==> config.mk <==
export PLATFORM = sky130hd
export DESIGN_NAME = pwd_wake_route
export DESIGN_NICKNAME = d
export VERILOG_FILES = /design/src/design/pwd_pkg.sv /design/src/design/pwd_ps2_rx.sv /design/src/design/pwd_mouse_detect.sv /design/src/design/pwd_wake_route.sv
export SDC_FILE = /design/constraint.sdc
export NUM_CORES = 1
export LEC_CHECK = 0
export BUFFER_PORTS_ARGS = -buffer_cell sky130_fd_sc_hd__buf_2
export CAP_MARGIN = 0
export CORE_ASPECT_RATIO = 1.4
export CORE_MARGIN = 2
export CORE_UTILIZATION = 45
export DETAILED_ROUTE_END_ITERATION = 10
export GPL_ROUTABILITY_DRIVEN = 1
export GPL_TIMING_DRIVEN = 0
export PLACE_DENSITY = 0.61
export SLEW_MARGIN = 20
export SYNTH_ARGS = -nofsm -noshare
export SYNTH_HDL_FRONTEND = slang
export SYNTH_SLANG_ARGS = --single-unit
==> constraint.sdc <==
create_clock -name pclk -period 3.36 [get_ports pclk]
set_clock_uncertainty 0.1 [all_clocks]
set_input_delay 0.672 -clock pclk [delete_from_list [all_inputs] [get_ports pclk]]
set_output_delay 0.672 -clock pclk [all_outputs]
set_load 0.05 [all_outputs]
==> src/design/pwd_pkg.sv <==
// shared constants and types for the ps/2 wake detector and power-button router
package pwd_pkg;
   // register indices; byte address is four times the index
   localparam logic [9:0] IDX_ROUTE_SRC = 10'h01b;
   localparam logic [9:0] IDX_ROUTE_GEN = 10'h01c;
   localparam logic [9:0] IDX_CTRL = 10'h020;
   localparam logic [9:0] IDX_KEY0 = 10'h028;
   localparam logic [9:0] IDX_STATUS = 10'h030;
   localparam int ADDR_LSB = 2;
   localparam int KEY_SEL_LSB = 3;
   localparam int N_KEYS = 8;
   // reset values
   localparam logic [7:0] RST_BYTE = 8'h00;
   localparam logic [31:0] RST_WORD = 32'h0000_0000;
   // source routing bits
   localparam int SRC_RI1 = 0;
   localparam int SRC_RI2 = 1;
   localparam int SRC_KBD = 2;
   localparam int SRC_MOUSE = 3;
   localparam int SRC_IR = 4;
   localparam logic [7:0] SRC_MASK = 8'h1f;
   // control register fields
   localparam int CTRL_PAR_DIS = 7;
   localparam int MOUSE_HI = 6;
   localparam int MOUSE_LO = 4;
   localparam int KBD_HI = 3;
   localparam int KBD_LO = 0;
   localparam logic [3:0] KBD_OFF = 4'h0;
   localparam logic [3:0] KBD_PW_OFFSET = 4'h7;
   localparam logic [3:0] KBD_SEQ_OFFSET = 4'h1;
   // keyboard bytes
   localparam logic [7:0] KEY_IGNORE = 8'h00;
   localparam logic [7:0] BREAK_PREFIX = 8'hf0;
   localparam logic [7:0] EXT_PREFIX = 8'he0;
   // mouse packet first byte
   localparam int BTN_LEFT = 0;
   localparam int BTN_MID = 2;
   localparam int PKT_SYNC = 3;
   localparam logic [2:0] SEL_LEFT = 3'h1;
   localparam logic [2:0] SEL_RIGHT = 3'h2;
   localparam logic [2:0] SEL_ANY = 3'h7;
   // double-click window
   localparam int CLK_HZ = 125_000_000;
   localparam int DCLICK_MS = 500;
   localparam int DCLICK_CYCLES = DCLICK_MS * (CLK_HZ / 1000);
   localparam int TMR_W = 27;
   localparam int RX_BITS = 8;

   typedef enum logic [2:0] {
      MS_OFF = 3'h0,
      MS_ANY = 3'h1,
      MS_LEFT = 3'h2,
      MS_LEFT_DBL = 3'h3,
      MS_RIGHT = 3'h4,
      MS_RIGHT_DBL = 3'h5,
      MS_RSVD = 3'h6,
      MS_ANY_DBL = 3'h7
   } pwd_mouse_mode_t;

   // receive frame states, gray coded
   typedef enum logic [1:0] {
      RX_START = 2'b00,
      RX_DATA = 2'b01,
      RX_PAR = 2'b11,
      RX_STOP = 2'b10
   } pwd_rx_state_t;

   typedef struct packed {
      logic valid;
      logic parity_ok;
      logic [7:0] data;
   } pwd_rx_byte_t;

   typedef struct packed {
      logic ir;
      logic ri2;
      logic ri1;
      logic [7:0] gen;
   } pwd_raw_events_t;
endpackage

==> src/design/pwd_ps2_rx.sv <==
// passive ps/2 receiver: samples clock and data pins, frames one byte
`timescale 1ns/10ps
module pwd_ps2_rx (
   input wire logic pclk, // system clock
   input wire logic presetn, // async reset, active low
   input wire logic enable, // receive only while detection is on
   input wire logic ps2_clk_in, // ps/2 clock pin
   input wire logic ps2_data_in, // ps/2 data pin
   output pwd_pkg::pwd_rx_byte_t rx_byte // received byte, valid one cycle
);
   logic [1:0] clk_meta_q;
   logic [1:0] dat_meta_q;
   logic clk_prev_q;
   logic fall;
   pwd_pkg::pwd_rx_state_t state_q;
   logic [2:0] cnt_q;
   logic [7:0] shift_q;
   logic par_q;

   // two-stage synchronisers; bit 0 is read only by bit 1
   always_ff @(posedge pclk or negedge presetn) begin
      if (!presetn) begin
         clk_meta_q <= 2'b11;
         dat_meta_q <= 2'b11;
         clk_prev_q <= 1'b1;
      end else begin
         clk_meta_q <= {clk_meta_q[0], ps2_clk_in};
         dat_meta_q <= {dat_meta_q[0], ps2_data_in};
         clk_prev_q <= clk_meta_q[1];
      end
   end

   // device drives data, host samples on falling clock
   assign fall = clk_prev_q & ~clk_meta_q[1];

   // frame: start, eight data bits lsb first, odd parity, stop
   // no frame timeout: a glitch desyncs until the next idle start bit
   always_ff @(posedge pclk or negedge presetn) begin
      if (!presetn) begin
         state_q <= pwd_pkg::RX_START;
         cnt_q <= 3'h0;
         shift_q <= pwd_pkg::RST_BYTE;
         par_q <= 1'b0;
         rx_byte <= '0;
      end else begin
         rx_byte.valid <= 1'b0;
         if (!enable) begin
            state_q <= pwd_pkg::RX_START;
         end else if (fall) begin
            unique case (state_q)
               pwd_pkg::RX_START: begin
                  cnt_q <= 3'h0;
                  if (!dat_meta_q[1]) begin
                     state_q <= pwd_pkg::RX_DATA;
                  end
               end
               pwd_pkg::RX_DATA: begin
                  shift_q <= {dat_meta_q[1], shift_q[7:1]};
                  cnt_q <= cnt_q + 3'h1;
                  if (cnt_q == 3'(pwd_pkg::RX_BITS - 1)) begin
                     state_q <= pwd_pkg::RX_PAR;
                  end
               end
               pwd_pkg::RX_PAR: begin
                  par_q <= dat_meta_q[1];
                  state_q <= pwd_pkg::RX_STOP;
               end
               pwd_pkg::RX_STOP: begin
                  state_q <= pwd_pkg::RX_START;
                  rx_byte.valid <= dat_meta_q[1];
                  rx_byte.parity_ok <= ^{shift_q, par_q};
                  rx_byte.data <= shift_q;
               end
            endcase
         end
      end
   end
endmodule

==> src/design/pwd_mouse_detect.sv <==
// mouse packet tracker and click, double-click and movement detection
`timescale 1ns/10ps
module pwd_mouse_detect #(
   parameter int DCLICK_CYCLES = pwd_pkg::DCLICK_CYCLES // double-click window
) (
   input wire logic pclk, // system clock
   input wire logic presetn, // async reset, active low
   input pwd_pkg::pwd_mouse_mode_t mode, // selected wake condition
   input wire logic byte_ok, // accepted byte strobe
   input wire logic [7:0] byte_data, // accepted byte value
   output logic wake // one-cycle wake pulse
);
   logic [1:0] pos_q;
   logic [2:0] btn_q;
   logic [2:0] prev_btn_q;
   logic move_q;
   logic armed_q;
   logic [pwd_pkg::TMR_W-1:0] tmr_q;
   logic pkt_end;
   logic [2:0] sel;
   logic click;
   logic dbl;

   // last byte of a three-byte packet
   assign pkt_end = byte_ok && pos_q == 2'h2;

   // button mask of the selected mode
   always_comb begin
      unique case (mode)
         pwd_pkg::MS_LEFT, pwd_pkg::MS_LEFT_DBL: sel = pwd_pkg::SEL_LEFT;
         pwd_pkg::MS_RIGHT, pwd_pkg::MS_RIGHT_DBL: sel = pwd_pkg::SEL_RIGHT;
         pwd_pkg::MS_ANY_DBL: sel = pwd_pkg::SEL_ANY;
         default: sel = 3'h0;
      endcase
   end

   // a click is a button going down between packets
   assign click = pkt_end & |(btn_q & ~prev_btn_q & sel);
   assign dbl = mode == pwd_pkg::MS_LEFT_DBL || mode == pwd_pkg::MS_RIGHT_DBL
      || mode == pwd_pkg::MS_ANY_DBL;

   // packet position; resync on a first byte without its sync bit
   always_ff @(posedge pclk or negedge presetn) begin
      if (!presetn) begin
         pos_q <= 2'h0;
         btn_q <= 3'h0;
         prev_btn_q <= 3'h0;
         move_q <= 1'b0;
      end else if (mode == pwd_pkg::MS_OFF) begin
         pos_q <= 2'h0;
         prev_btn_q <= 3'h0;
      end else if (byte_ok) begin
         unique case (pos_q)
            2'h0: begin
               if (byte_data[pwd_pkg::PKT_SYNC]) begin
                  btn_q <= byte_data[pwd_pkg::BTN_MID:pwd_pkg::BTN_LEFT];
                  pos_q <= 2'h1;
               end
            end
            2'h1: begin
               move_q <= byte_data != pwd_pkg::RST_BYTE;
               pos_q <= 2'h2;
            end
            default: begin
               prev_btn_q <= btn_q;
               pos_q <= 2'h0;
            end
         endcase
      end
   end

   // double-click window: first click arms, second inside window wakes
   always_ff @(posedge pclk or negedge presetn) begin
      if (!presetn) begin
         armed_q <= 1'b0;
         tmr_q <= '0;
         wake <= 1'b0;
      end else begin
         wake <= 1'b0;
         if (tmr_q != '0) begin
            tmr_q <= tmr_q - 1'b1;
         end else begin
            armed_q <= 1'b0;
         end
         if (mode == pwd_pkg::MS_ANY) begin
            wake <= pkt_end & (|btn_q | move_q | byte_data != pwd_pkg::RST_BYTE);
         end else if (click && !dbl) begin
            wake <= 1'b1;
         end else if (click && armed_q) begin
            wake <= 1'b1;
            armed_q <= 1'b0;
            tmr_q <= '0;
         end else if (click) begin
            armed_q <= 1'b1;
            tmr_q <= pwd_pkg::TMR_W'(DCLICK_CYCLES);
         end
      end
   end
endmodule

==> src/design/pwd_wake_route.sv <==
// ps/2 wake-up detection and power-button routing, apb register slave
`timescale 1ns/10ps
// Notes on behaviour
// - source routing register clears to zero and gates events to power button
// - source bits: 4 infrared, 3 mouse, 2 keyboard, 1 ring two, 0 ring one
// - routing bit one passes its event, zero blocks it
// - general routing register clears to zero, bit n gates general input n
// - keyboard and mouse detectors run independently at the same time
// - detection is own hardware, needs no keyboard controller
// - keyboard: any key, password of 1-8 keys, raw sequence of 2-8 bytes
// - password mode drops extended and break prefixes, compares scan codes only
// - sequence mode compares every received byte, prefixes included
// - mouse field selects movement, click or double-click detection
// - a key byte of zero accepts any byte in that position
// - mouse field codes as listed; six treated as disabled
// - keyboard field zero disables keyboard detection
module pwd_wake_route #(
   parameter int DCLICK_CYCLES = pwd_pkg::DCLICK_CYCLES // double-click window
) (
   input wire logic pclk, // system clock, 125 mhz
   input wire logic presetn, // async reset, active low
   input wire logic [11:0] paddr, // apb address
   input wire logic psel, // apb select
   input wire logic penable, // apb access phase
   input wire logic pwrite, // apb direction
   input wire logic [31:0] pwdata, // apb write data
   output logic [31:0] prdata, // apb read data
   output logic pready, // apb ready
   output logic pslverr, // apb error on unmapped address
   input wire logic kbd_clk_in, // keyboard clock pin
   input wire logic kbd_data_in, // keyboard data pin
   input wire logic mouse_clk_in, // mouse clock pin
   input wire logic mouse_data_in, // mouse data pin
   input wire logic consumer_infrared_event, // raw infrared event
   input wire logic ring_indicate_one_event, // raw ring one event
   input wire logic ring_indicate_two_event, // raw ring two event
   input wire logic [7:0] general_input_event, // raw general input events
   output logic keyboard_event, // keyboard match pulse
   output logic mouse_event, // mouse match pulse
   output logic pbtn_wake_request // request to power-button pulse generator
);
   logic [9:0] idx;
   logic wr;
   logic setup;
   logic [7:0] route_src_q;
   logic [7:0] route_gen_q;
   logic [7:0] ctrl_q;
   logic [7:0] key_q [pwd_pkg::N_KEYS];
   logic [7:0] kbd_last_q;
   logic [7:0] mouse_last_q;
   logic err_q;
   pwd_pkg::pwd_raw_events_t raw_meta_q;
   pwd_pkg::pwd_raw_events_t raw_q;
   pwd_pkg::pwd_rx_byte_t kbd_rx;
   pwd_pkg::pwd_rx_byte_t mouse_rx;
   pwd_pkg::pwd_mouse_mode_t mouse_mode;
   logic [3:0] kfield;
   logic par_dis;
   logic pw_mode;
   logic [3:0] target;
   logic kbd_ok;
   logic mouse_ok;
   logic skip_q;
   logic drop;
   logic cmp;
   logic [2:0] kidx_q;
   logic hit;
   logic restart;
   logic last;
   logic [7:0] sources;
   logic [31:0] rd_d;

   // address decode, shared by write and read paths
   function automatic logic is_key(input logic [9:0] a);
      return a[9:pwd_pkg::KEY_SEL_LSB] == pwd_pkg::IDX_KEY0[9:pwd_pkg::KEY_SEL_LSB];
   endfunction

   function automatic logic is_mapped(input logic [9:0] a);
      return a == pwd_pkg::IDX_ROUTE_SRC || a == pwd_pkg::IDX_ROUTE_GEN
         || a == pwd_pkg::IDX_CTRL || a == pwd_pkg::IDX_STATUS || is_key(a);
   endfunction

   // key byte comparison; zero means accept anything
   function automatic logic key_hit(input logic [7:0] key, input logic [7:0] data);
      return key == pwd_pkg::KEY_IGNORE || key == data;
   endfunction

   assign idx = paddr[11:pwd_pkg::ADDR_LSB];
   assign setup = psel & ~penable;
   assign wr = psel & penable & pwrite;
   // zero-wait slave: read data latched in the setup cycle
   assign pready = 1'b1;
   assign pslverr = psel & penable & err_q;

   // control register fields
   assign kfield = ctrl_q[pwd_pkg::KBD_HI:pwd_pkg::KBD_LO];
   assign par_dis = ctrl_q[pwd_pkg::CTRL_PAR_DIS];
   assign mouse_mode = pwd_pkg::pwd_mouse_mode_t'(ctrl_q[pwd_pkg::MOUSE_HI:pwd_pkg::MOUSE_LO]);

   // routing and control registers, all zero after reset
   always_ff @(posedge pclk or negedge presetn) begin
      if (!presetn) begin
         route_src_q <= pwd_pkg::RST_BYTE;
         route_gen_q <= pwd_pkg::RST_BYTE;
         ctrl_q <= pwd_pkg::RST_BYTE;
      end else if (wr) begin
         if (idx == pwd_pkg::IDX_ROUTE_SRC) begin
            route_src_q <= pwdata[7:0] & pwd_pkg::SRC_MASK;
         end
         if (idx == pwd_pkg::IDX_ROUTE_GEN) begin
            route_gen_q <= pwdata[7:0];
         end
         if (idx == pwd_pkg::IDX_CTRL) begin
            ctrl_q <= pwdata[7:0];
         end
      end
   end

   // key match bytes, indexed by the low address bits
   always_ff @(posedge pclk or negedge presetn) begin
      if (!presetn) begin
         for (int i = 0; i < pwd_pkg::N_KEYS; i++) begin
            key_q[i] <= pwd_pkg::RST_BYTE;
         end
      end else if (wr && is_key(idx)) begin
         key_q[idx[pwd_pkg::KEY_SEL_LSB-1:0]] <= pwdata[7:0];
      end
   end

   // read mux
   always_comb begin
      rd_d = pwd_pkg::RST_WORD;
      if (idx == pwd_pkg::IDX_ROUTE_SRC) begin
         rd_d[7:0] = route_src_q;
      end else if (idx == pwd_pkg::IDX_ROUTE_GEN) begin
         rd_d[7:0] = route_gen_q;
      end else if (idx == pwd_pkg::IDX_CTRL) begin
         rd_d[7:0] = ctrl_q;
      end else if (is_key(idx)) begin
         rd_d[7:0] = key_q[idx[pwd_pkg::KEY_SEL_LSB-1:0]];
      end else if (idx == pwd_pkg::IDX_STATUS) begin
         rd_d = {13'h0000, kidx_q, mouse_last_q, kbd_last_q};
      end
   end

   // read data and error flag taken at the setup edge
   always_ff @(posedge pclk or negedge presetn) begin
      if (!presetn) begin
         prdata <= pwd_pkg::RST_WORD;
         err_q <= 1'b0;
      end else if (setup) begin
         prdata <= pwrite ? pwd_pkg::RST_WORD : rd_d;
         err_q <= !is_mapped(idx);
      end
   end

   // two receivers, each with its own pins and framing state
   pwd_ps2_rx u_kbd_rx (
      .pclk(pclk),
      .presetn(presetn),
      .enable(kfield != pwd_pkg::KBD_OFF),
      .ps2_clk_in(kbd_clk_in),
      .ps2_data_in(kbd_data_in),
      .rx_byte(kbd_rx)
   );

   pwd_ps2_rx u_mouse_rx (
      .pclk(pclk),
      .presetn(presetn),
      .enable(mouse_mode != pwd_pkg::MS_OFF),
      .ps2_clk_in(mouse_clk_in),
      .ps2_data_in(mouse_data_in),
      .rx_byte(mouse_rx)
   );

   // parity errors drop the byte unless checking is disabled
   assign kbd_ok = kbd_rx.valid & (kbd_rx.parity_ok | par_dis);
   assign mouse_ok = mouse_rx.valid & (mouse_rx.parity_ok | par_dis);

   // last received bytes, captured only while detection is on
   always_ff @(posedge pclk or negedge presetn) begin
      if (!presetn) begin
         kbd_last_q <= pwd_pkg::RST_BYTE;
         mouse_last_q <= pwd_pkg::RST_BYTE;
      end else begin
         if (kbd_ok) begin
            kbd_last_q <= kbd_rx.data;
         end
         if (mouse_ok) begin
            mouse_last_q <= mouse_rx.data;
         end
      end
   end

   // keyboard mode: field 8-15 password, 1-7 raw sequence
   assign pw_mode = kfield[3];
   assign target = pw_mode ? kfield - pwd_pkg::KBD_PW_OFFSET
      : kfield + pwd_pkg::KBD_SEQ_OFFSET;

   // password mode drops prefixes and the released key after a break
   assign drop = pw_mode & (kbd_rx.data == pwd_pkg::BREAK_PREFIX
      | kbd_rx.data == pwd_pkg::EXT_PREFIX | skip_q);
   // sequence mode compares every byte, prefixes included
   assign cmp = kbd_ok & ~drop;
   assign hit = key_hit(key_q[kidx_q], kbd_rx.data);
   assign restart = key_hit(key_q[0], kbd_rx.data);
   assign last = {1'b0, kidx_q} + 4'h1 == target;

   // break-follower skip flag, password mode only
   always_ff @(posedge pclk or negedge presetn) begin
      if (!presetn) begin
         skip_q <= 1'b0;
      end else if (!pw_mode) begin
         skip_q <= 1'b0;
      end else if (kbd_ok) begin
         if (kbd_rx.data == pwd_pkg::BREAK_PREFIX) begin
            skip_q <= 1'b1;
         end else if (kbd_rx.data != pwd_pkg::EXT_PREFIX) begin
            skip_q <= 1'b0;
         end
      end
   end

   // match position; a mismatch retries the byte as a first key
   // so a partly typed password followed by the real one still wakes
   always_ff @(posedge pclk or negedge presetn) begin
      if (!presetn) begin
         kidx_q <= 3'h0;
         keyboard_event <= 1'b0;
      end else begin
         keyboard_event <= 1'b0;
         if (kfield == pwd_pkg::KBD_OFF || (wr && idx == pwd_pkg::IDX_CTRL)) begin
            kidx_q <= 3'h0;
         end else if (cmp) begin
            if (hit && last) begin
               kidx_q <= 3'h0;
               keyboard_event <= 1'b1;
            end else if (hit) begin
               kidx_q <= kidx_q + 3'h1;
            end else if (restart && target == 4'h1) begin
               kidx_q <= 3'h0;
               keyboard_event <= 1'b1;
            end else begin
               kidx_q <= restart ? 3'h1 : 3'h0;
            end
         end
      end
   end

   pwd_mouse_detect #(
      .DCLICK_CYCLES(DCLICK_CYCLES)
   ) u_mouse (
      .pclk(pclk),
      .presetn(presetn),
      .mode(mouse_mode),
      .byte_ok(mouse_ok),
      .byte_data(mouse_rx.data),
      .wake(mouse_event)
   );

   // raw pin events pass two flip-flops before routing
   always_ff @(posedge pclk or negedge presetn) begin
      if (!presetn) begin
         raw_meta_q <= '0;
         raw_q <= '0;
      end else begin
         raw_meta_q <= {consumer_infrared_event, ring_indicate_two_event,
            ring_indicate_one_event, general_input_event};
         raw_q <= raw_meta_q;
      end
   end

   // source vector in register bit order
   always_comb begin
      sources = pwd_pkg::RST_BYTE;
      sources[pwd_pkg::SRC_IR] = raw_q.ir;
      sources[pwd_pkg::SRC_MOUSE] = mouse_event;
      sources[pwd_pkg::SRC_KBD] = keyboard_event;
      sources[pwd_pkg::SRC_RI2] = raw_q.ri2;
      sources[pwd_pkg::SRC_RI1] = raw_q.ri1;
   end

   // gated events toward the power button, registered
   always_ff @(posedge pclk or negedge presetn) begin
      if (!presetn) begin
         pbtn_wake_request <= 1'b0;
      end else begin
         pbtn_wake_request <= |(sources & route_src_q)
            | |(raw_q.gen & route_gen_q);
      end
   end
endmodule

### Word-level counts from Yosys, hierarchy flattened

Index checks and enable logic that the tools add are counted.

* flip-flop bits (word level): 258
* output and inout bits: 37
* word-level logic and storage cells: 268
* input bits: 64

* muxes and demuxes: 74
* reduce and logical (&&, ||, !) cells: 61
* add/subtract/negate cells: 7
* bitwise logic cells: 31
* eq/ne operators: 38
* $lt $le $gt $ge: 3

Operator list (count)
* 2-to-1 mux 27 bit: 5
* 2-to-1 mux 8 bit: 9
* bitwise mux 64 bit: 1
* 2-to-1 mux 10 bit: 6
* binary-select mux 8 bit (select 3 bit): 2
* 2-to-1 mux 11 bit: 3
* AND reduction 3 bit: 11
* 2-to-1 mux 32 bit: 1
* nonzero test 27 bit: 1
* subtractor 27 x 1 -> 27 bit, second input constant: 1
* demux 8 bit (select 3 bit): 1
* 2-to-1 mux 24 bit: 1
* 2-to-1 mux 2 bit: 11
* 2-to-1 mux 3 bit: 7
* == test 10 x 5 -> 1 bit, second input constant: 2
* == test 10 x 6 -> 1 bit, second input constant: 2
* 2-to-1 mux 1 bit: 19
* 2-to-1 mux 19 bit: 1
* parity 9 bit: 2
* == test 8 bit: 2
* == test 8 bit, second input constant: 2
* zero test 8 bit: 2
* case mux 2 bit (4 select lines): 2
* OR reduction 8 bit: 2
* 46 further kinds: 118

### Logic depth before layout (Yosys ltp)

Gate-level depths: netlist of the first run.

* depth after elaboration: 10
* gate-level depth with buffers: 10
* depth with buffers taken out: 8

### Modules after synthesis

From an unflattened synthesis of the first run, not the netlist that was laid out.

* cells, all modules: 962
* area, all modules: 11797.6 µm²

By module, submodules not included
* pwd_wake_route: area each 7307.0 µm², cells an instance 583, instances 1, sequential area each 3728.6 µm²
* pwd_ps2_rx: area each 1174.9 µm², cells an instance 79, instances 2, sequential area each 732.0 µm²
* pwd_mouse_detect: area each 2140.8 µm², cells an instance 221, instances 1, sequential area each 950.9 µm²

### Worst setup path after synthesis of the first run

OpenSTA, ideal clock, no wires.

* path kind: flip-flop to flip-flop
* start point: register u_mouse.tmr_q[17] in the netlist's numbering
* end point: register u_mouse.tmr_q[23] in the netlist's numbering
* path slack: 371 ps
* data required time: 3123 ps
* clock period less this slack: 2989 ps
* data arrival time: 2752 ps
* buffers on the path: 2
* library setup time: 137 ps
* stages on the path, launching flop included: 10
* cell sequence: dfrtp_1 or4_4 or4_4 or3_4 or4_1 buf_2 buf_6 nand3b_1 xor2_1 a21oi_1

* longest elaborated chain between the ends: 6
* elaborated cells on any way between the ends: 7
* classes of those cells: add/sub (1); mux (5); reduce/logical (1)

RTL lines
* start: declaration: RTL line pwd_mouse_detect.sv:18 `logic [pwd_pkg::TMR_W-1:0] tmr_q;`
* start signal: assignment: RTL line pwd_mouse_detect.sv:81 `tmr_q <= tmr_q - 1'b1;`
* start signal: assignment: RTL line pwd_mouse_detect.sv:95 `tmr_q <= pwd_pkg::TMR_W'(DCLICK_CYCLES);`
* subtractor 27 x 1 -> 27 bit / nonzero test 27 bit (equally long branches): RTL line pwd_mouse_detect.sv:81, pwd_mouse_detect.sv:80
* 2-to-1 mux 27 bit *: RTL line pwd_mouse_detect.sv:80 `if (tmr_q != '0) begin`
* 2-to-1 mux 27 bit: RTL line pwd_mouse_detect.sv:93 `end else if (click) begin`
* 2-to-1 mux 27 bit: RTL line pwd_mouse_detect.sv:89 `end else if (click && armed_q) begin`
* 2-to-1 mux 27 bit: RTL line pwd_mouse_detect.sv:87 `end else if (click && !dbl) begin`
* 2-to-1 mux 27 bit *: RTL line pwd_mouse_detect.sv:85 `if (mode == pwd_pkg::MS_ANY) begin`

Every way passes the cells marked *; elsewhere a longest branch is shown, timed or not.
A chain may end at the register's enable or synchronous reset.

### Final worst setup path of the first run

* start point: register u_mouse.tmr_q[17] in the netlist's numbering
* end point: register u_mouse.tmr_q[25] in the netlist's numbering

The elaborated chain is that of the path after synthesis.

==> out/qor.csv, run 1 <==
metric;value;unit
Synth area leader;dfrtp_1;
drt drc;0;
fmax;314;MHz
largest cells by area after synthesis;dfrtp_1 51%, mux2_2 14%, mux2i_1 2.8%, dfstp_2 2.3%, xnor2_1 2.3%;
setup total negative slack;0;ps
yosys warns;0;
Std-Cell Core Area;0.0253;mm^2
fin crit share;0.948;
Initial Utilization;0.456;
worst slew pin tran;880;ps
Setup CP Type;reg -> reg;
Non-Filler Instances;1393;
Final ANT Viol Nets;0;
# port buffers;56;
Seq cells post-synth;245;
Leak;6.36;nW
Post-DP HPWL;20900;um
Die W;139;um
I/O Pins;101;
# setup viols final;0;
Num CTS Buffers;26;
Critical Path RT;3650;ps
outcome;finished with violations;
GRT Total Usage;0.216;
first-pass GRT wire length;46200;um
Setup crit end kind;register;
GR Overflow Total;0;
fin. max-slew vios;0;
Clock Latency Late Sink;550;ps
Seq. cell area;0.00614;mm^2
multi-input logic area;0.00514;mm^2
headroom to the max-slew limit;0.410;
hold slack;-16.1;ps
failing checks;negative hold slack;
RSZ-0062 raised after global routing;no;
minimum clock period;3180;ps
most frequent cell after synthesis;dfrtp_1;
Post-Syn Area;0.0115;mm^2
Worst Hold Class;in -> async;
crit path max fanout;10;
Placed Instance Area;0.0123;mm^2
share of cells above drive strength 1;0.278;
switching share of power;0.227;
Setup WS post-layout;176;ps
Cell variety after synth;65;
Clock Pin Slew Worst Setup and Hold Paths;60;ps
CTS Root Cell;clkbuf_16;
switching power;1.40;mW
Post-synth EDFFs;0;
asr flop ratio synth;1.00;
Num Clock Sinks;245;
Synth top cells by count;235 x dfrtp_1, 141 x mux2_2, 56 x nand2_1;
antenna violations before repair;0;
Worst EP arrival;3470;ps
Core Rows;69;
GP Congestion;0.888;
Placed Cells;1344;
PwrDens;467;mW/mm^2
largest net degree at the start of global routing;99;
WL per Instance;20.8;um
synth-to-layout area growth;15.0;%
Flop pwr share;0.484;
Die ar.;0.0269;mm^2
DR vias/cell;5.75;
detailed router's first-iteration violation count;513;
pre-CTS setup slack;-535;ps
Top FF cell, synth;dfrtp_1;
clock share of power;0.475;
Cells after Synth;955;
internal power;4.78;mW
CTS H-tree lvls;1;
Finished Cell Area;0.0133;mm^2
Mapped Avg Cell Area;12.1;um^2
die span in y;193;um
final hold violation count;5;
Fillers;2265;
Max-cap violations;0;
post-layout util;0.524;
Startpoint Class;register;
CTS tree;yes;
wirelength, routed;29000;um
Seq/Total Area, Yosys;0.533;
routed vias;8011;
Logic pwr share;0.041;
Nets;1125;
Peak VDD IR;0.000464;V
DR pass1 iterations;8;
number of global-route vias before repair;8176;
Yosys top cell area share;0.510;
buffer levels on the longest clock path;3;
final cells by class:
class,count,share of cell area
Clock buffer,34,0.0536
Antenna cell,1,0.000189
Inverter,13,0.00368
Timing Repair Buffer,58,0.0260
Sequential cell,245,0.463
Buffer,60,0.0223
Tap cell,319,0.0301
Clock inverter,14,0.0131
Multi-Input combinational cell,649,0.388
cell families after synthesis:
family / Yosys count / synth area share
AOI/OAI and AO/OA: 154 / 0.0933
xor gates and xnor gates: 52 / 0.0395
adders and majority gates: 8 / 0.00869
buffers and inverters: 73 / 0.0297
DFF: 245 / 0.533
muxes: 183 / 0.185
other: 2 / 0.000652
and+or+nand+nor: 238 / 0.110
power groups by stage:
stage                     sequential, mW  combinational [mW]  clock, mW
after floorplan                     3.04               0.125          0
after global placement              3.05               0.246          0
after detailed placement            3.05               0.257          0
after CTS                           2.99               0.257       3.00
after global routing                3.00               0.280       3.15
final                               3.00               0.256       2.94
final timing paths:
kind / start / to / slack, ps / cells after the start
hold reg to reg: raw_meta_q[10] / raw_q[10] / 240 / 0
setup / recovery: u_mouse.tmr_q[17] / u_mouse.tmr_q[25] / 180 / 9
setup reg to reg: u_mouse.tmr_q[17] / u_mouse.tmr_q[25] / 180 / 9
hold / removal: presetn / u_mouse_rx.rx_byte[4] / -20 / 1
max in group asynchronous: presetn / key_q[48] / 2220 / 2
min in group pclk: general_input_event[0] / raw_meta_q[0] / 120 / 1
layer usage:
metal,routed length (um),GRT usage,vias to the layer above
li1,-,-,3678
met1,11600,0.271,4025
met2,14800,0.379,248
met3,1530,0.0314,60
met4,1120,0.0827,0
met5,0,0,-
sequential cells by signal, indices dropped and copies added (netlist names), 10 cells and up:
register and flops:
key_q 64, u_mouse.tmr_q 27, prdata 19, raw_meta_q 11
raw_q 11, u_kbd_rx.rx_byte 10, u_mouse_rx.rx_byte 10
critical path, cell delays in order, from the launching register on:
cell      delay (ps)
dfrtp_1          390
or4_4            560
or4_4            450
or3_4            380
or4_1            500
buf_2            180
buf_6            150
nand3b_1         110
xor2_1           150
a21oi_1           80
per-stage QoR:
stage          total power, mW  hold slack (ps)
2_1_floorplan             3.17              231
3_5_place_dp              3.31              235
6_report                  6.19            -16.1
3_3_place_gp              3.29              234
4_1_cts                   6.25             14.4
5_1_grt                   6.42             18.8
cell usage in the layout (no fill, tap or decap), types with 5 or more instances in the layout:
cell type / Yosys / layout
nor4_1: 14 / 14
inv_1: 12 / 12
or3_1: 11 / 11
clkbuf_1: 31 / 35
o22ai_1: 7 / 7
a22o_1: 21 / 21
nand3_1: 23 / 22
buf_2: 4 / 59
nand2b_1: 14 / 14
mux2_2: 141 / 141
nor2b_1: 7 / 7
a211oi_1: 6 / 6
o21a_1: 6 / 6
a21o_1: 6 / 6
and3_1: 7 / 7
nand3b_1: 7 / 7
nor2_1: 45 / 43
buf_4: 15 / 15
nor3_1: 16 / 13
a22oi_1: 13 / 13
clkbuf_16: 0 / 26
buf_1: 9 / 9
o21ai_0: 29 / 29
a221oi_1: 5 / 5
and2_1: 6 / 6
a21oi_1: 27 / 27
dfrtp_1: 235 / 235
dfstp_2: 10 / 10
mux2i_1: 32 / 32
xnor2_1: 30 / 30
conb_1: 2 / 14
xor2_1: 22 / 22
clkinv_2: 0 / 5
nand2_1: 56 / 56
nand4_1: 9 / 9
ha_1: 8 / 8
a222oi_1: 5 / 5
mux4_2: 10 / 10
what timing repair did:
item | 4_1_cts | 5_1_grt
buffers inserted | 0 | 0
setup endpoints to repair | 0 | 30
hold buffers | 0 | 0
resized for setup | 0 | 8
(Power assumes the default switching activity.)
==> inputs of run 2 (changes only) <==
ABC_AREA = 1   (was unset)
RECOVER_POWER = 50   (was unset)
==> out/qor.csv, run 2 <==
metric;value;unit;change
Cells after Synth;1439;;+51%
Clock Pin Slew Worst Setup and Hold Paths;60;ps;about the same
R2R Path End;kidx_q[2];;
outcome;completed;;
routed vias;9854;;+23%
crit path max fanout;10;;unchanged
wirelength, routed;32700;um;+13%
GR Overflow Total;0;;unchanged
switching share of power;0.335;;+0.108
Num Clock Sinks;245;;unchanged
Synth area leader;dfrtp_1;;
clock share of power;0.315;;-0.160
Hold-fix buffers, CTS;1;;+1
post-layout util;0.515;;-0.00949
Hold Crit Endpoint;u_kbd_rx.clk_meta_q[0];;
# setup viols final;0;;unchanged
minimum clock period;2490;ps;-698 ps
Max-cap violations;0;;unchanged
Critical Path RT;3700;ps;+50 ps
Seq/Total Area, Yosys;0.519;;-0.0140
Reg2Reg Depth;13;;+4
Startpoint Class;input pin;;
headroom to the max-slew limit;0.322;;-0.0879
Setup CP Type;in -> reg;;
Clock Latency Late Sink;540;ps;about the same
largest cells by area after synthesis;dfrtp_1 50%, nand2_1 12%, inv_1 6.0%, o21ai_0 5.7%, nand3_1 3.6%;;
number of global-route vias before repair;9703;;+19%
Non-Filler Instances;1880;;+35%
pre-CTS setup slack;635;ps;+1170 ps
setup total negative slack;0;ps;unchanged
hold slack;131;ps;+147 ps
PwrDens;644;mW/mm^2;+38%
Final ANT Viol Nets;0;;unchanged
DR pass1 iterations;6;;-2
GRT Total Usage;0.240;;+0.0240
RSZ-0062 raised after global routing;no;;
leading registers by flop count;key_q: 64 flops, u_mouse.tmr_q: 27 flops, prdata: 19 flops;;
most frequent cells in the layout;369 x nand2_1, 235 x dfrtp_1, 192 x inv_1;;
Post-Syn Area;0.0118;mm^2;+2.7%
max FFs per register;64;;unchanged
fin. max-slew vios;0;;unchanged
Logic pwr share;0.267;;+0.226
Num CTS Buffers;26;;unchanged
Finished Cell Area;0.0134;mm^2;+0.97%
Seq cells post-synth;245;;unchanged
GP Congestion;0.941;;+5.9%
final hold violation count;0;;-5
share of cells above drive strength 1;0.101;;-0.177
I/O Pins;101;;unchanged
fin crit share;0.740;;-0.208
worst r2r src;kidx_q[0];;
Post-CTS Resized;0;;unchanged
first-pass GRT wire length;52200;um;+13%
Mapped Avg Cell Area;8.22;um^2;-32%
Top FF cell, synth;dfrtp_1;;
Core Rows;70;;+1.4%
most frequent cell after synthesis;nand2_1;;
yosys warns;0;;unchanged
Post-synth EDFFs;0;;unchanged
buffer levels on the longest clock path;3;;unchanged
Top reg by flops;key_q;;
Initial Utilization;0.455;;-0.000579
post-CTS setup buffers;0;;unchanged
Flop pwr share;0.418;;-0.066
CTS Root Cell;clkbuf_16;;
Setup crit end kind;register;;
Die ar.;0.0276;mm^2;+2.6%
drt drc;0;;unchanged
Nets;1614;;+43%
detailed router's first-iteration violation count;610;;+19%
# port buffers;60;;+7.1%
Fillers;2462;;+8.7%
Leak;6.60;nW;+3.8%
Worst EP arrival;2830;ps;-640 ps
Placed Cells;1837;;+37%
hold depth;1;;
Peak VDD IR;0.000484;V;+4.1%
fmax;402;MHz;+28%
die span in y;196;um;+1.3%
HP Start;kbd_clk_in;;
Synth top cells by count;367 x nand2_1, 235 x dfrtp_1, 190 x inv_1;;
Yosys top cell area share;0.497;;-0.0134
DR vias/cell;5.24;;-8.9%
WL per Instance;17.4;um;-16%
Worst Hold Class;in -> reg;;
overall power;8.62;mW;+39%
synth-to-layout area growth;13.1;%;
Worst R2R Setup Slack;970;ps;+790 ps
leading cell type in the layout, fill and taps excluded;nand2_1;;
Die W;141;um;+1.3%
switching power;2.88;mW;+110%
largest net degree at the start of global routing;98;;-1.0%
Setup WS post-layout;874;ps;+698 ps
asr flop ratio synth;1.00;;unchanged
CTS tree;yes;;
worst slew pin tran;1010;ps;+127 ps
Std-Cell Core Area;0.0260;mm^2;+2.8%
antenna violations before repair;3;;+3
CTS H-tree lvls;1;;unchanged
Post-DP HPWL;24100;um;+15%
Cell variety after synth;50;;-23%
Placed Instance Area;0.0127;mm^2;+2.5%
internal power;5.73;mW;+20%
## run 2: worst max path at each step
stage,startpoint,end,slack (ps),cells after the start
floorplan,penable,pslverr,790,2
global placement,presetn,u_mouse.tmr_q[4],-2830,1
detailed placement,paddr[10],key_q[29],630,10
CTS,ctrl_q[0],u_kbd_rx.cnt_q[0],950,10
global route,paddr[4],prdata[10],610,8
finish,paddr[4],prdata[17],870,8
## run 2: cells by family after synthesis
kind of cell             after synthesis  synth area share
AO/OA/AOI/OAI                        287             0.134
XOR/XNOR                              35            0.0259
adder cells (fa/ha/maj)                8           0.00846
buffers and inverters                253            0.0893
flip-flops                           245             0.519
other                                  2          0.000635
AND/OR/NAND/NOR                      609             0.222
## run 2: critical path, cell delays in order
cell and delay [ps]:
clkbuf_1 140, nor2_1 150, nand2_1 260, nor3_1 260
and3_1 260, clkbuf_1 350, nand3_1 430, o21ai_0 290
## run 2: metal layers
layer / GRT usage / vias to the layer above / part of all wire
met4: 0.108 / 4 / 0.049
met3: 0.0400 / 92 / 0.051
li1: - / 4835 / -
met1: 0.286 / 4672 / 0.39
met2: 0.425 / 251 / 0.51
met5: 0 / - / 0.00073
## run 2: power by group through the flow
stage	clock network (mW)	logic, mW	registers, mW
after floorplan	0	1.75	3.57
after global placement	0	2.24	3.65
after detailed placement	0	2.29	3.66
after CTS	2.77	2.30	3.61
after global routing	2.90	2.61	3.64
final	2.71	2.30	3.61
## run 2: area by class of cell
cell class                      instances  area (um^2)  area share
Multi-Input combinational cell        953         4650       0.347
Buffer                                 49          289      0.0216
Sequential cell                       245         6140       0.459
Inverter                              204          766      0.0572
Timing Repair Buffer                   63          345      0.0258
Clock inverter                          4         25.0     0.00187
Tap cell                              324          405      0.0303
Antenna cell                            1         2.50    0.000187
Clock buffer                           37          763      0.0570
==> inputs of run 3 (changes only) <==
PLACE_DENSITY = 0.63   (was 0.61)
clock period = 2.2 ns   (was 3.36 ns; I/O delays follow)
==> out/qor.csv, run 3 (same netlist as run 2, synthesis figures left out) <==
metric;value;unit;change
Worst Hold Class;in -> reg;;
PwrDens;979;mW/mm^2;+52%
antenna violations before repair;5;;+2
Nets;1635;;+1.3%
RSZ-0062 raised after global routing;yes;;
Peak VDD IR;0.000796;V;+65%
first-pass GRT wire length;52000;um;-0.49%
CTS H-tree lvls;1;;unchanged
number of global-route vias before repair;9726;;+0.24%
die span in y;196;um;unchanged
Largest stage delay, worst path;460;ps;+30 ps
setup total negative slack;0;ps;unchanged
Core Rows;70;;unchanged
headroom to the max-slew limit;0.387;;+0.0649
DR vias/cell;5.24;;about the same
crit path max fanout;10;;unchanged
Setup crit end kind;register;;
synth-to-layout area growth;16.3;%;
Critical Path RT;2550;ps;-1150 ps
detailed router's first-iteration violation count;708;;+16%
Final ANT Viol Nets;0;;unchanged
leading cell type in the layout, fill and taps excluded;nand2_1;;
pre-CTS setup slack;-219;ps;-853 ps
Max-cap violations;0;;unchanged
Clock Pin Slew Worst Setup and Hold Paths;60;ps;about the same
outcome;completed;;
most frequent cells in the layout;364 x nand2_1, 232 x dfrtp_1, 194 x inv_1;;
Num Clock Sinks;245;;unchanged
buffer levels on the longest clock path;3;;unchanged
leading registers by flop count;key_q: 64 flops, u_mouse.tmr_q: 27 flops, prdata: 19 flops;;
Leak;6.75;nW;+2.1%
crit path buf inv count;2;;unchanged
delay-heaviest family, CP;simple AND/OR/NAND/NOR gates;;
DR pass1 iterations;5;;-1
Setup WS post-layout;52.4;ps;-822 ps
Startpoint Class;register;;
hold slack;28.6;ps;-102 ps
I/O Pins;101;;unchanged
critical path's most frequent cell;nand2_1;;
worst slew pin tran;919;ps;-88.1 ps
routed vias;9984;;+1.3%
Die ar.;0.0276;mm^2;unchanged
max FFs per register;64;;unchanged
fmax;466;MHz;
fin. max-slew vios;0;;unchanged
Setup CP Type;reg -> reg;;
# setup viols final;0;;unchanged
share of cells above drive strength 1;0.116;;+0.0151
Initial Utilization;0.455;;unchanged
largest net degree at the start of global routing;100;;+2.0%
Top reg by flops;key_q;;
worst r2r src;kidx_q[0];;
drt drc;0;;unchanged
Die W;141;um;unchanged
# port buffers;60;;unchanged
GR Overflow Total;0;;unchanged
CTS Root Cell;clkbuf_16;;
minimum clock period;2150;ps;
Clock Latency Late Sink;540;ps;about the same
Num CTS Buffers;26;;unchanged
HP Start;pwdata[2];;
slowest CP cell;dfrtp_2;;
Worst EP arrival;2500;ps;-330 ps
WL per Instance;17.2;um;-1.3%
wirelength, routed;32700;um;about the same
critical path, cell by cell;inv_2 -> buf_6 -> nand2_1 -> nand3_1 -> nand3_2 -> nand2_1 -> nand2_1 -> nor3_1 -> nand2_2 -> nand2_2 -> nand2_1 -> a21oi_1;;
GP Congestion;0.925;;-1.6%
crit path launch;kidx_q[0];;
final hold violation count;0;;unchanged
fin crit share;0.976;;
Post-DP HPWL;23800;um;-1.3%
CTS tree;yes;;
Std-Cell Core Area;0.0260;mm^2;unchanged
GRT Total Usage;0.239;;-0.00111
-- run 3: changes by cell type in the layout (fill, tap and decap cells not counted), moves of 4 or more --
| cell | previous run | this run |
|---|---|---|
| clkbuf_1 | 42 | 38 |
| nand3_1 | 86 | 82 |
| dlygate4sd3_1 | 1 | 16 |
| o21ai_0 | 142 | 137 |
| buf_4 | 14 | 20 |
| o21ai_1 | 48 | 53 |
| nand2_1 | 369 | 364 |
| nand3_2 | 1 | 5 |
| nand2_2 | 11 | 15 |
-- run 3: path summary, 6_finish.rpt --
kind                       slack [ps]        endpoint  cells past startpoint
max                                50  keyboard_event                     12
min                                30       ctrl_q[2]                      3
max reg2reg                        50  keyboard_event                     12
min reg2reg                       240        raw_q[1]                      0
max in group asynchronous         410       ctrl_q[7]                      4
min in group asynchronous         310       key_q[23]                      2
-- run 3: final cells by class --
class,count,area (um^2)
repair buffers,84,539
well taps,324,405
diodes,4,10.0
inverters,204,766
multi-input cells,953,4740
plain buffers,49,323
flip-flops and latches,245,6150
clock buffers,38,777
fillers,2461,12300
clock inverters,4,48.8
-- run 3: report_power, final --
group          total (mW)  internal [mW]  switching, mW  leakage, nW
Sequential           5.53           5.05          0.476         3.24
Clock                4.28           2.53           1.75        0.408
Combinational        3.67           1.44           2.23         3.10
-- run 3: tightest hold or removal path: cells and delay by family --
family	cells	cell delay, ps
buf+inv	1	80
simple gates	1	40
compound gates	1	60
-- run 3: routing by layer --
metal | vias to the layer above | wire, um | part of all wire | global-route usage
li1 | 4884 | - | - | -
met1 | 4765 | 12800 | 0.39 | 0.284
met2 | 254 | 17000 | 0.52 | 0.428
met3 | 77 | 1480 | 0.045 | 0.0378
met4 | 4 | 1410 | 0.043 | 0.104
met5 | - | 18 | 0.00055 | 0
-- run 3: through the flow --
| stage | cell area, um^2 | utilization | power [mW] | std cells |
|---|---|---|---|---|
| after detailed placement | 12700 | 0.486 | 9.08 | 1837 |
| after global placement | 12600 | 0.484 | 8.98 | 1835 |
| after global routing | 13800 | 0.529 | 14.3 | 1903 |
| after CTS | 13700 | 0.526 | 13.5 | 1897 |
| final | 13800 | 0.529 | 13.5 | 1905 |
| after floorplan | 11900 | - | 8.12 | 1451 |
-- run 3: what timing repair did --
action	4_1_cts	5_1_grt
hold endpoints to repair	70	0
pin swaps	1	4
buffers inserted	2	4
hold buffers	16	0
endpoints found under the setup margin	37	63
resized for setup	8	27
